==> src/dbr_cfg.svh <==
// Constants of the bus-release and reset-configuration block.
// Assumes inclusion by the package, the design modules and the testbench.
`ifndef DBR_CFG_SVH
`define DBR_CFG_SVH
`define DBR_ADDR_W      16
`define DBR_DATA_W      32
`define DBR_TAG_W       20
`define DBR_PAR_W       4
`define DBR_RST_SLOTS   4
`define DBR_SLOT_W      0
`define DBR_SLOT_X      1
`define DBR_SLOT_Y      2
`define DBR_SLOT_Z      3
`define DBR_HANDOFF_MAX 3
`define DBR_CFG_RESET   11'h000
`endif

==> src/dbr_pkg.sv <==
// Types shared by the bus-release block and its configuration sampler.
// Assumes dbr_cfg.svh sits on the include path.
`include "dbr_cfg.svh"
package dbr_pkg;
  // Mode options caught during the last four reset cycles
  typedef struct packed {
    logic [1:0] data_refill_size;
    logic       parity_en;
    logic       valid_out_sel;
    logic [1:0] instr_refill_size;
    logic       partial_store_sel;
    logic       control_low_sel;
    logic       coproc_lock_loop_sel;
    logic       byte_order_sel;
    logic       float_outputs_sel;
  } dbr_mode_t;
  // Core-side synchronous-bus drive values
  typedef struct packed {
    logic [`DBR_ADDR_W-1:0] addr;
    logic [`DBR_DATA_W-1:0] data;
    logic [`DBR_TAG_W-1:0]  tag;
    logic                   data_oe;
    logic                   icache_read_n;
    logic                   icache_write_n;
    logic                   icache_clock;
    logic                   dcache_read_n;
    logic                   dcache_write_n;
    logic                   dcache_clock;
    logic                   read_buffer_xcvr_en;
    logic                   valid;
  } dbr_bus_t;
  // Handover state machine
  typedef enum logic [1:0] {DBR_OWN, DBR_DRAIN, DBR_RELEASED} dbr_state_t;
endpackage

==> src/dbr_bus_release.sv <==
// Bus-release, reset-configuration, parity and cache-diagnostic logic.
// Assumes core drive values arrive on clk_sys; stall request and irq lines are asynchronous pins.
`timescale 1ns/1ps
`default_nettype none
`include "dbr_cfg.svh"
// Overview of operation
// - Stall request stalls core, floats sync bus
// - Float address, data, tag, cache controls, enables
// - Hand over bus within few cycles
// - No asynchronous memory space arbitration here
// - Sample irq lines in last four reset cycles
// - Line 2: data size, parity, valid output
// - Line 3: instr size, partial store, control-low
// - Line 4: coprocessor lock-loop in all slots
// - Line 5: byte order X, tri-state Y
// - Swap exchanges instruction and data banks
// - Isolated caches report hit unless a parity error forces miss
// - Parity checked; error flags and forces miss
// - Parity error output held until software clears
module dbr_bus_release #(
  parameter int HANDOFF_MAX = `DBR_HANDOFF_MAX   // Worst-case cycles to hand over
) (
  // Clock, reset, enable
  input  wire logic                     clk_sys,
  input  wire logic                     reset,
  input  wire logic                     clk_en,
  // External master and reset window pins
  input  wire logic                     bus_release_req,
  input  wire logic                     reset_win,
  input  wire logic [5:0]               irq_line,
  // Core side
  input  wire dbr_pkg::dbr_bus_t        core_bus,
  input  wire logic                     core_cycle_busy,
  input  wire logic                     sync_access,
  input  wire logic                     tag_match,
  input  wire logic [`DBR_DATA_W-1:0]   data_in,
  input  wire logic [`DBR_PAR_W-1:0]    parity_in,
  input  wire logic                     swap_caches,
  input  wire logic                     isolate_caches,
  input  wire logic                     parity_flag_clear,
  // Core control answers
  output logic                          core_stall,
  output logic                          cache_hit,
  output logic                          cache_miss_cycle,
  output logic                          parity_err_n,
  output dbr_pkg::dbr_mode_t            mode,
  output logic                          reserved_fault,
  // Synchronous bus pins
  output dbr_pkg::dbr_bus_t             bus_out,
  output logic                          bus_oe
);
  import dbr_pkg::*;
  logic [1:0]  req_sync_reg;              // Stall request synchroniser
  logic [5:0]  irq_s1_reg, irq_s2_reg;    // Irq line synchroniser
  logic        win_s1_reg, win_s2_reg;    // Reset window synchroniser
  dbr_state_t  state_reg, state_next;     // Handover state
  logic [1:0]  wait_reg, wait_next;       // Cycles spent draining
  logic        stall_reg, stall_next;
  logic        oe_reg, oe_next;
  dbr_bus_t    bus_reg, bus_next;
  logic        hit_reg, hit_next;
  logic        miss_reg, miss_next;
  logic        perr_reg, perr_next;       // Sticky parity error flag
  logic        par_bad;
  logic        req;
  dbr_mode_t   mode_w;
  logic        rsv_w;

  // Two flops on every pin input
  always_ff @(posedge clk_sys or posedge reset) begin
    if (reset) begin
      req_sync_reg <= 2'b00;
      irq_s1_reg   <= 6'h3F;
      irq_s2_reg   <= 6'h3F;
      win_s1_reg   <= 1'b0;
      win_s2_reg   <= 1'b0;
    end else if (clk_en) begin
      req_sync_reg <= {req_sync_reg[0], bus_release_req};
      irq_s1_reg   <= irq_line;
      irq_s2_reg   <= irq_s1_reg;
      win_s1_reg   <= reset_win;
      win_s2_reg   <= win_s1_reg;
    end
  end
  assign req = req_sync_reg[1];

  // Mode options sampled at the end of reset
  dbr_mode_sampler u_sampler (
    .clk_sys        (clk_sys),
    .reset          (reset),
    .clk_en         (clk_en),
    .reset_win      (win_s2_reg),
    .irq_sync       (irq_s2_reg),
    .mode           (mode_w),
    .reserved_fault (rsv_w)
  );

  // Byte-wise even parity over the data field
  always_comb begin
    par_bad = 1'b0;
    for (int i = 0; i < `DBR_PAR_W; i++) begin
      if ((^data_in[i*8 +: 8]) != parity_in[i]) par_bad = 1'b1;
    end
  end

  // Handover, bus drive, hit and parity decisions
  always_comb begin
    state_next = state_reg;
    wait_next  = wait_reg;
    stall_next = stall_reg;
    oe_next    = oe_reg;
    bus_next   = core_bus;
    hit_next   = 1'b0;
    miss_next  = 1'b0;
    perr_next  = perr_reg;
    // Only the synchronous bus is handed over; async space is left to buffers
    case (state_reg)
      DBR_OWN: begin
        oe_next = 1'b1;
        if (req) begin
          stall_next = 1'b1;
          wait_next  = 2'd0;
          state_next = DBR_DRAIN;
        end
      end
      DBR_DRAIN: begin
        // Let a running bus cycle finish, but never past the bound
        wait_next = wait_reg + 2'd1;
        if (!core_cycle_busy || (32'(wait_reg) + 32'd1 >= HANDOFF_MAX)) begin
          oe_next    = 1'b0;
          state_next = DBR_RELEASED;
        end
      end
      DBR_RELEASED: begin
        if (!req) begin
          oe_next    = 1'b1;
          stall_next = 1'b0;
          state_next = DBR_OWN;
        end
      end
      default: state_next = DBR_OWN;
    endcase
    // Bank roles swapped: instruction strobes drive data bank and back
    if (mode_w.valid_out_sel == 1'b0) bus_next.valid = 1'b0;
    if (swap_caches) begin
      bus_next.icache_read_n  = core_bus.dcache_read_n;
      bus_next.icache_write_n = core_bus.dcache_write_n;
      bus_next.dcache_read_n  = core_bus.icache_read_n;
      bus_next.dcache_write_n = core_bus.icache_write_n;
    end
    bus_next.data_oe = core_bus.data_oe && oe_next;
    if (sync_access && !stall_reg) begin
      if (mode_w.parity_en && par_bad) begin
        miss_next = 1'b1;
      end else begin
        hit_next  = isolate_caches || tag_match;
        miss_next = !(isolate_caches || tag_match);
      end
    end
    // Set beats clear in the same cycle
    if (parity_flag_clear) perr_next = 1'b0;
    if (sync_access && !stall_reg && mode_w.parity_en && par_bad) perr_next = 1'b1;
  end

  always_ff @(posedge clk_sys or posedge reset) begin
    if (reset) begin
      state_reg <= DBR_OWN;
      wait_reg  <= 2'd0;
      stall_reg <= 1'b0;
      oe_reg    <= 1'b1;
      bus_reg   <= '1;
      hit_reg   <= 1'b0;
      miss_reg  <= 1'b0;
      perr_reg  <= 1'b0;
    end else if (clk_en) begin
      state_reg <= state_next;
      wait_reg  <= wait_next;
      stall_reg <= stall_next;
      oe_reg    <= oe_next;
      bus_reg   <= bus_next;
      hit_reg   <= hit_next;
      miss_reg  <= miss_next;
      perr_reg  <= perr_next;
    end
  end

  // The sampler's outputs are registered inside it
  assign mode             = mode_w;
  assign reserved_fault   = rsv_w;
  assign core_stall       = stall_reg;
  assign cache_hit        = hit_reg;
  assign cache_miss_cycle = miss_reg;
  assign parity_err_n     = !perr_reg;
  assign bus_out          = bus_reg;
  assign bus_oe           = oe_reg;
endmodule
`default_nettype wire

==> src/dbr_mode_sampler.sv <==
// Reset-window sampler of the mode options carried on the interrupt lines.
// Assumes irq lines already synchronised; reset_win marks the last four reset cycles.
`timescale 1ns/1ps
`default_nettype none
`include "dbr_cfg.svh"
module dbr_mode_sampler (
  // Clock and reset
  input  wire logic              clk_sys,
  input  wire logic              reset,
  input  wire logic              clk_en,
  // Sampling window and lines
  input  wire logic              reset_win,
  input  wire logic [5:0]        irq_sync,
  // Latched options
  output dbr_pkg::dbr_mode_t     mode,
  output logic                   reserved_fault
);
  import dbr_pkg::*;
  logic [1:0]  slot_reg, slot_next;        // Slot counter W..Z
  logic        win_d_reg, win_d_next;      // Window seen last cycle
  dbr_mode_t   shadow_reg, shadow_next;    // Options gathered inside window
  dbr_mode_t   mode_reg, mode_next;        // Options held until next reset
  logic        rsv_reg, rsv_next;          // A reserved slot was driven low

  // Gather per slot, commit when the window closes
  always_comb begin
    slot_next   = slot_reg;
    win_d_next  = reset_win;
    shadow_next = shadow_reg;
    mode_next   = mode_reg;
    rsv_next    = rsv_reg;
    if (reset_win) begin
      slot_next = (!win_d_reg) ? 2'd1 : slot_reg + 2'd1;
      // Reserved slots should read high; flag it otherwise
      if (!irq_sync[0] || !irq_sync[1]) rsv_next = 1'b1;
      case (win_d_reg ? slot_reg : 2'd0)
        2'(`DBR_SLOT_W): begin
          shadow_next.data_refill_size[0]  = irq_sync[2];
          shadow_next.instr_refill_size[0] = irq_sync[3];
          if (!irq_sync[5]) rsv_next = 1'b1;
        end
        2'(`DBR_SLOT_X): begin
          shadow_next.data_refill_size[1]  = irq_sync[2];
          shadow_next.instr_refill_size[1] = irq_sync[3];
          shadow_next.byte_order_sel       = irq_sync[5];
        end
        2'(`DBR_SLOT_Y): begin
          shadow_next.parity_en         = irq_sync[2];
          shadow_next.partial_store_sel = irq_sync[3];
          shadow_next.float_outputs_sel = irq_sync[5];
        end
        default: begin
          shadow_next.valid_out_sel   = irq_sync[2];
          shadow_next.control_low_sel = irq_sync[3];
          if (!irq_sync[5]) rsv_next = 1'b1;
        end
      endcase
      // Same option in every slot; the last one wins
      shadow_next.coproc_lock_loop_sel = irq_sync[4];
    end else if (win_d_reg) begin
      mode_next = shadow_reg;
    end
  end

  // Registers; the held options change only at window close
  always_ff @(posedge clk_sys or posedge reset) begin
    if (reset) begin
      slot_reg   <= 2'd0;
      win_d_reg  <= 1'b0;
      shadow_reg <= dbr_mode_t'(`DBR_CFG_RESET);
      mode_reg   <= dbr_mode_t'(`DBR_CFG_RESET);
      rsv_reg    <= 1'b0;
    end else if (clk_en) begin
      slot_reg   <= slot_next;
      win_d_reg  <= win_d_next;
      shadow_reg <= shadow_next;
      mode_reg   <= mode_next;
      rsv_reg    <= rsv_next;
    end
  end

  assign mode           = mode_reg;
  assign reserved_fault = rsv_reg;
endmodule
`default_nettype wire

==> config.mk <==
export PLATFORM = sky130hd
export DESIGN_NAME = dbr_bus_release
export DESIGN_NICKNAME = d
export VERILOG_FILES = /design/src/dbr_pkg.sv /design/src/dbr_bus_release.sv /design/src/dbr_mode_sampler.sv
export VERILOG_INCLUDE_DIRS = /design/src /design/src/src
export SDC_FILE = /design/constraint.sdc
export NUM_CORES = 1
export LEC_CHECK = 0
export ABC_CLOCK_PERIOD_IN_PS = 5400
export BUFFER_PORTS_ARGS = -buffer_cell sky130_fd_sc_hd__buf_4
export CORE_MARGIN = 5
export CORE_UTILIZATION = 50
export CTS_BUF_LIST = sky130_fd_sc_hd__clkbuf_4 sky130_fd_sc_hd__clkbuf_8
export CTS_CLUSTER_DIAMETER = 200
export DETAILED_ROUTE_END_ITERATION = 16
export PLACE_DENSITY = 0.84
export SETUP_SLACK_MARGIN = 0.5
export SLEW_MARGIN = 20
export SYNTH_ARGS = -nofsm -noshare
export SYNTH_HDL_FRONTEND = slang
export SYNTH_SLANG_ARGS = --single-unit
==> constraint.sdc <==
create_clock -name clk_sys -period 5.4 [get_ports clk_sys]
set_input_delay 1.08 -clock clk_sys [delete_from_list [all_inputs] [get_ports clk_sys]]
set_output_delay 1.08 -clock clk_sys [all_outputs]
set_load 0.05 [all_outputs]
==> metrics.yaml <==
status:
  outcome: "complete, no violations"
critical_path:
  timing.critical_path.to_type: "flop"
  worst_ep_required_time_ns: 5.74
  cp-start-kind: "input pin"
  worst_path_max_fanout: 63
  rr_startpoint: "wait_reg[0]"
  timing.rr.end: "bus_out[8]"
  critical_path_class: "in -> reg"
  reg2reg_setup_slack_ns: 3.75
  reg2regPathDepth: 4
  worstPathArrival_ns: 2.80
finish:
  final_cell_mix: "sky130_fd_sc_hd__buf_4, sky130_fd_sc_hd__mux2_2, sky130_fd_sc_hd__dfstp_2"
  drive_above_1_share: 0.756
  final_core_util: 0.712
  num-fill-cells: 740
  layout.cells.most_common: "sky130_fd_sc_hd__buf_4"
  fin_area_mm2: 0.00761
  area_growth_pct: 41.2
  largest_register_ffs: 77
  final_nets: 730
  num_antenna_cells: 0
grt:
  pin_count_of_the_biggest_net_entering_global_routing: 64
  first_global_vias: 4009
  antenna_violations_before_repair: 0
  wire_length_of_the_first_global_routing_pass_um: 19700
  grt_use_total: 0.195
  globalRouteOverflowTotal: 0
detailed_routing:
  drt-total-wl_um: 12300
  via_per_inst: 4.95
  vias: 3698
  firstDrtPassIters: 4
  postRouteAntennaNets: 0
  drt_first_iter_violations: 100
  drc: 0
  mean_routed_wirelength_per_cell_um: 16.5
synth:
  synth_top_family_by_area: "multiplexers"
  seq_area_frac_synth: 0.615
  synth_compound_gate_area_share: 0.0350
  synthDistinctLibCells: 31
  synth_top_area_frac: 0.439
  post_synth_inst_count: 365
  postSynthNetCount: 501
  synth-xor-area-share: 0.0559
  post_synth_mux_area_share: 0.233
  synth.ff_latch_count: 128
  post_synth.cell_area_avg_um2: 14.8
  post_synth_main_area_contributors: "sky130_fd_sc_hd__dfstp_2, sky130_fd_sc_hd__mux2_2, sky130_fd_sc_hd__dfrtp_1, sky130_fd_sc_hd__xnor2_1, sky130_fd_sc_hd__ha_1"
  yosys.area_share.adder: 0.0139
  yosys_warnings: 0
  yosys.area.top_type: "sky130_fd_sc_hd__dfstp_2"
  yosys_most_used_dff: "sky130_fd_sc_hd__dfstp_2"
  postSynth.asyncResetShare: 1.00
  synth-simple-area-share: 0.0267
  synth_enable_flop_cells: 0
  syn-cell-area_mm2: 0.00539
flow_run:
  cap_violations: 0
timing:
  finClkSkew_ns: 0.0120
  final_max_slew_viol_count: 0
  max_freq_mhz: 406
  slew_headroom: 0.524
  grt_setup_unrepaired: "false"
  setup_viol: 0
  fin_crit_sh: 0.456
  final.hold.worst_slack_ns: 0.479
  report.final.hold_viol_count: 0
  worst_pin_slew_ns: 0.714
  period_needed_ns: 2.46
  totalNegativeSetupSlack_ns: 0
floorplan:
  die_area_mm2: 0.0130
  die_w_um: 114
  top_level_i_o_count: 224
  placementRows: 38
  die-height_um: 114
  floorplan.core_area_mm2: 0.0107
  starting_density_of_the_core: 0.504
clock_tree:
  cts_root_buffer: "sky130_fd_sc_hd__clkbuf_8"
  cts.reportedPaths.clkPinSlew_ns: 0.07
  cts_h_tree_depth: 4
  cts_max_path_buffers: 2
  worst_skew_pair.late_latency_ns: 0.42
  post_cts_hold_buffer_count: 0
  clkSinkCount: 128
  cts_resized: 0
  tritoncts.num_buffers: 17
  cts_setup_buffers: 0
  tritoncts: "yes"
placement:
  buffer_ports.inserted: 223
  place_congestion: 0.776
  place_hpwl_um: 9300
  placed_instance_area_mm2: 0.00720
power_and_ir_drop:
  static-leakage-power_nw: 3.51
  power.sequential.fraction: 0.420
  pwr_per_cell_area_mw_per_mm2: 409
  part_of_the_total_power_dissipated_in_combinational_logic: 0.315
  netSwitchingPower_w: 0.00108
  power_report.internal_total_w: 0.00203
  clock_power_share: 0.265
  power.switching_fraction: 0.347
  power.ir.vdd_worst_mv: 0.213
hold_path:
  min_path_cells: 2
  holdPathEnd: "u_sampler.shadow_reg[2]"
  hold_class: "reg -> reg"
  timing.hold.worst.start: "u_sampler.shadow_reg[2]"
[critical path, cell delays in order]
cell and delay, ns:
sky130_fd_sc_hd__buf_4 0.46, sky130_fd_sc_hd__buf_4 0.67, sky130_fd_sc_hd__nand3b_1 0.23, sky130_fd_sc_hd__nor3_1 0.18, sky130_fd_sc_hd__a21oi_1 0.06, sky130_fd_sc_hd__o21ai_0 0.07
[cell type report]
| type | count | area (um^2) | area share |
|---|---|---|---|
| Tap cell | 140 | 175 | 0.0230 |
| Timing Repair Buffer | 226 | 1700 | 0.223 |
| Multi-Input combinational cell | 209 | 1970 | 0.258 |
| Clock inverter | 11 | 131 | 0.0173 |
| Inverter | 12 | 47.5 | 0.00624 |
| Sequential cell | 128 | 3320 | 0.435 |
| Clock buffer | 21 | 283 | 0.0371 |
[cell usage after synthesis (3+ instances only)]
library cell,n
sky130_fd_sc_hd__ha_1,6
sky130_fd_sc_hd__o21ai_0,12
sky130_fd_sc_hd__dfstp_2,90
sky130_fd_sc_hd__buf_2,4
sky130_fd_sc_hd__inv_1,12
sky130_fd_sc_hd__xor2_1,4
sky130_fd_sc_hd__xnor2_1,20
sky130_fd_sc_hd__xnor3_1,3
sky130_fd_sc_hd__nor2_1,8
sky130_fd_sc_hd__nand2_1,18
sky130_fd_sc_hd__buf_1,6
sky130_fd_sc_hd__mux2i_1,4
sky130_fd_sc_hd__mux2_2,108
sky130_fd_sc_hd__clkbuf_1,6
sky130_fd_sc_hd__a21oi_1,7
sky130_fd_sc_hd__dfrtp_1,38
[how the worst max path moves through the flow]
stage,startpoint,end,cells after the start
2_1_floorplan,reset,cache_hit,1
3_3_place_gp,clk_en,cache_miss_cycle,6
4_1_cts,clk_en,cache_miss_cycle,6
6_report,clk_en,cache_miss_cycle,6
5_1_grt,clk_en,cache_miss_cycle,6
3_5_place_dp,clk_en,cache_miss_cycle,6
[layer usage]
metal / global-route usage / up-vias / part of all wire
met5: 0 / - / 0
met4: 0.0839 / 0 / 0.025
met3: 0.0584 / 24 / 0.070
met2: 0.347 / 129 / 0.55
met1: 0.217 / 1818 / 0.35
li1: - / 1727 / -
[through the flow]
stage	instances	power (W)	setup WS, ns
floorplan	365	0.00198	1.06
global placement	715	0.00228	2.54
detailed placement	715	0.00232	2.47
CTS	747	0.00316	2.93
global route	747	0.00327	2.80
finish	747	0.00312	2.94
[cells by family (layout without fill, tap and decap cells)]
logic type                 after synthesis  in the layout
AOI/OAI and AO/OA                       30             30
xor gates and xnor gates                28             28
adders and majority gates                6              6
buffers and inverters                   28            270
DFF                                    128            128
muxes                                  112            112
and+or+nand+nor                         33             33
[power groups by stage]
stage / logic, W / registers, W / clock network, W
after global placement: 0.000971 / 0.00131 / 0
after detailed placement: 0.000992 / 0.00133 / 0
after global routing: 0.00104 / 0.00134 / 0.000896
after floorplan: 0.000304 / 0.00168 / 0
final: 0.000981 / 0.00131 / 0.000827
after CTS: 0.000994 / 0.00131 / 0.000852
(Power assumes the default switching activity.)
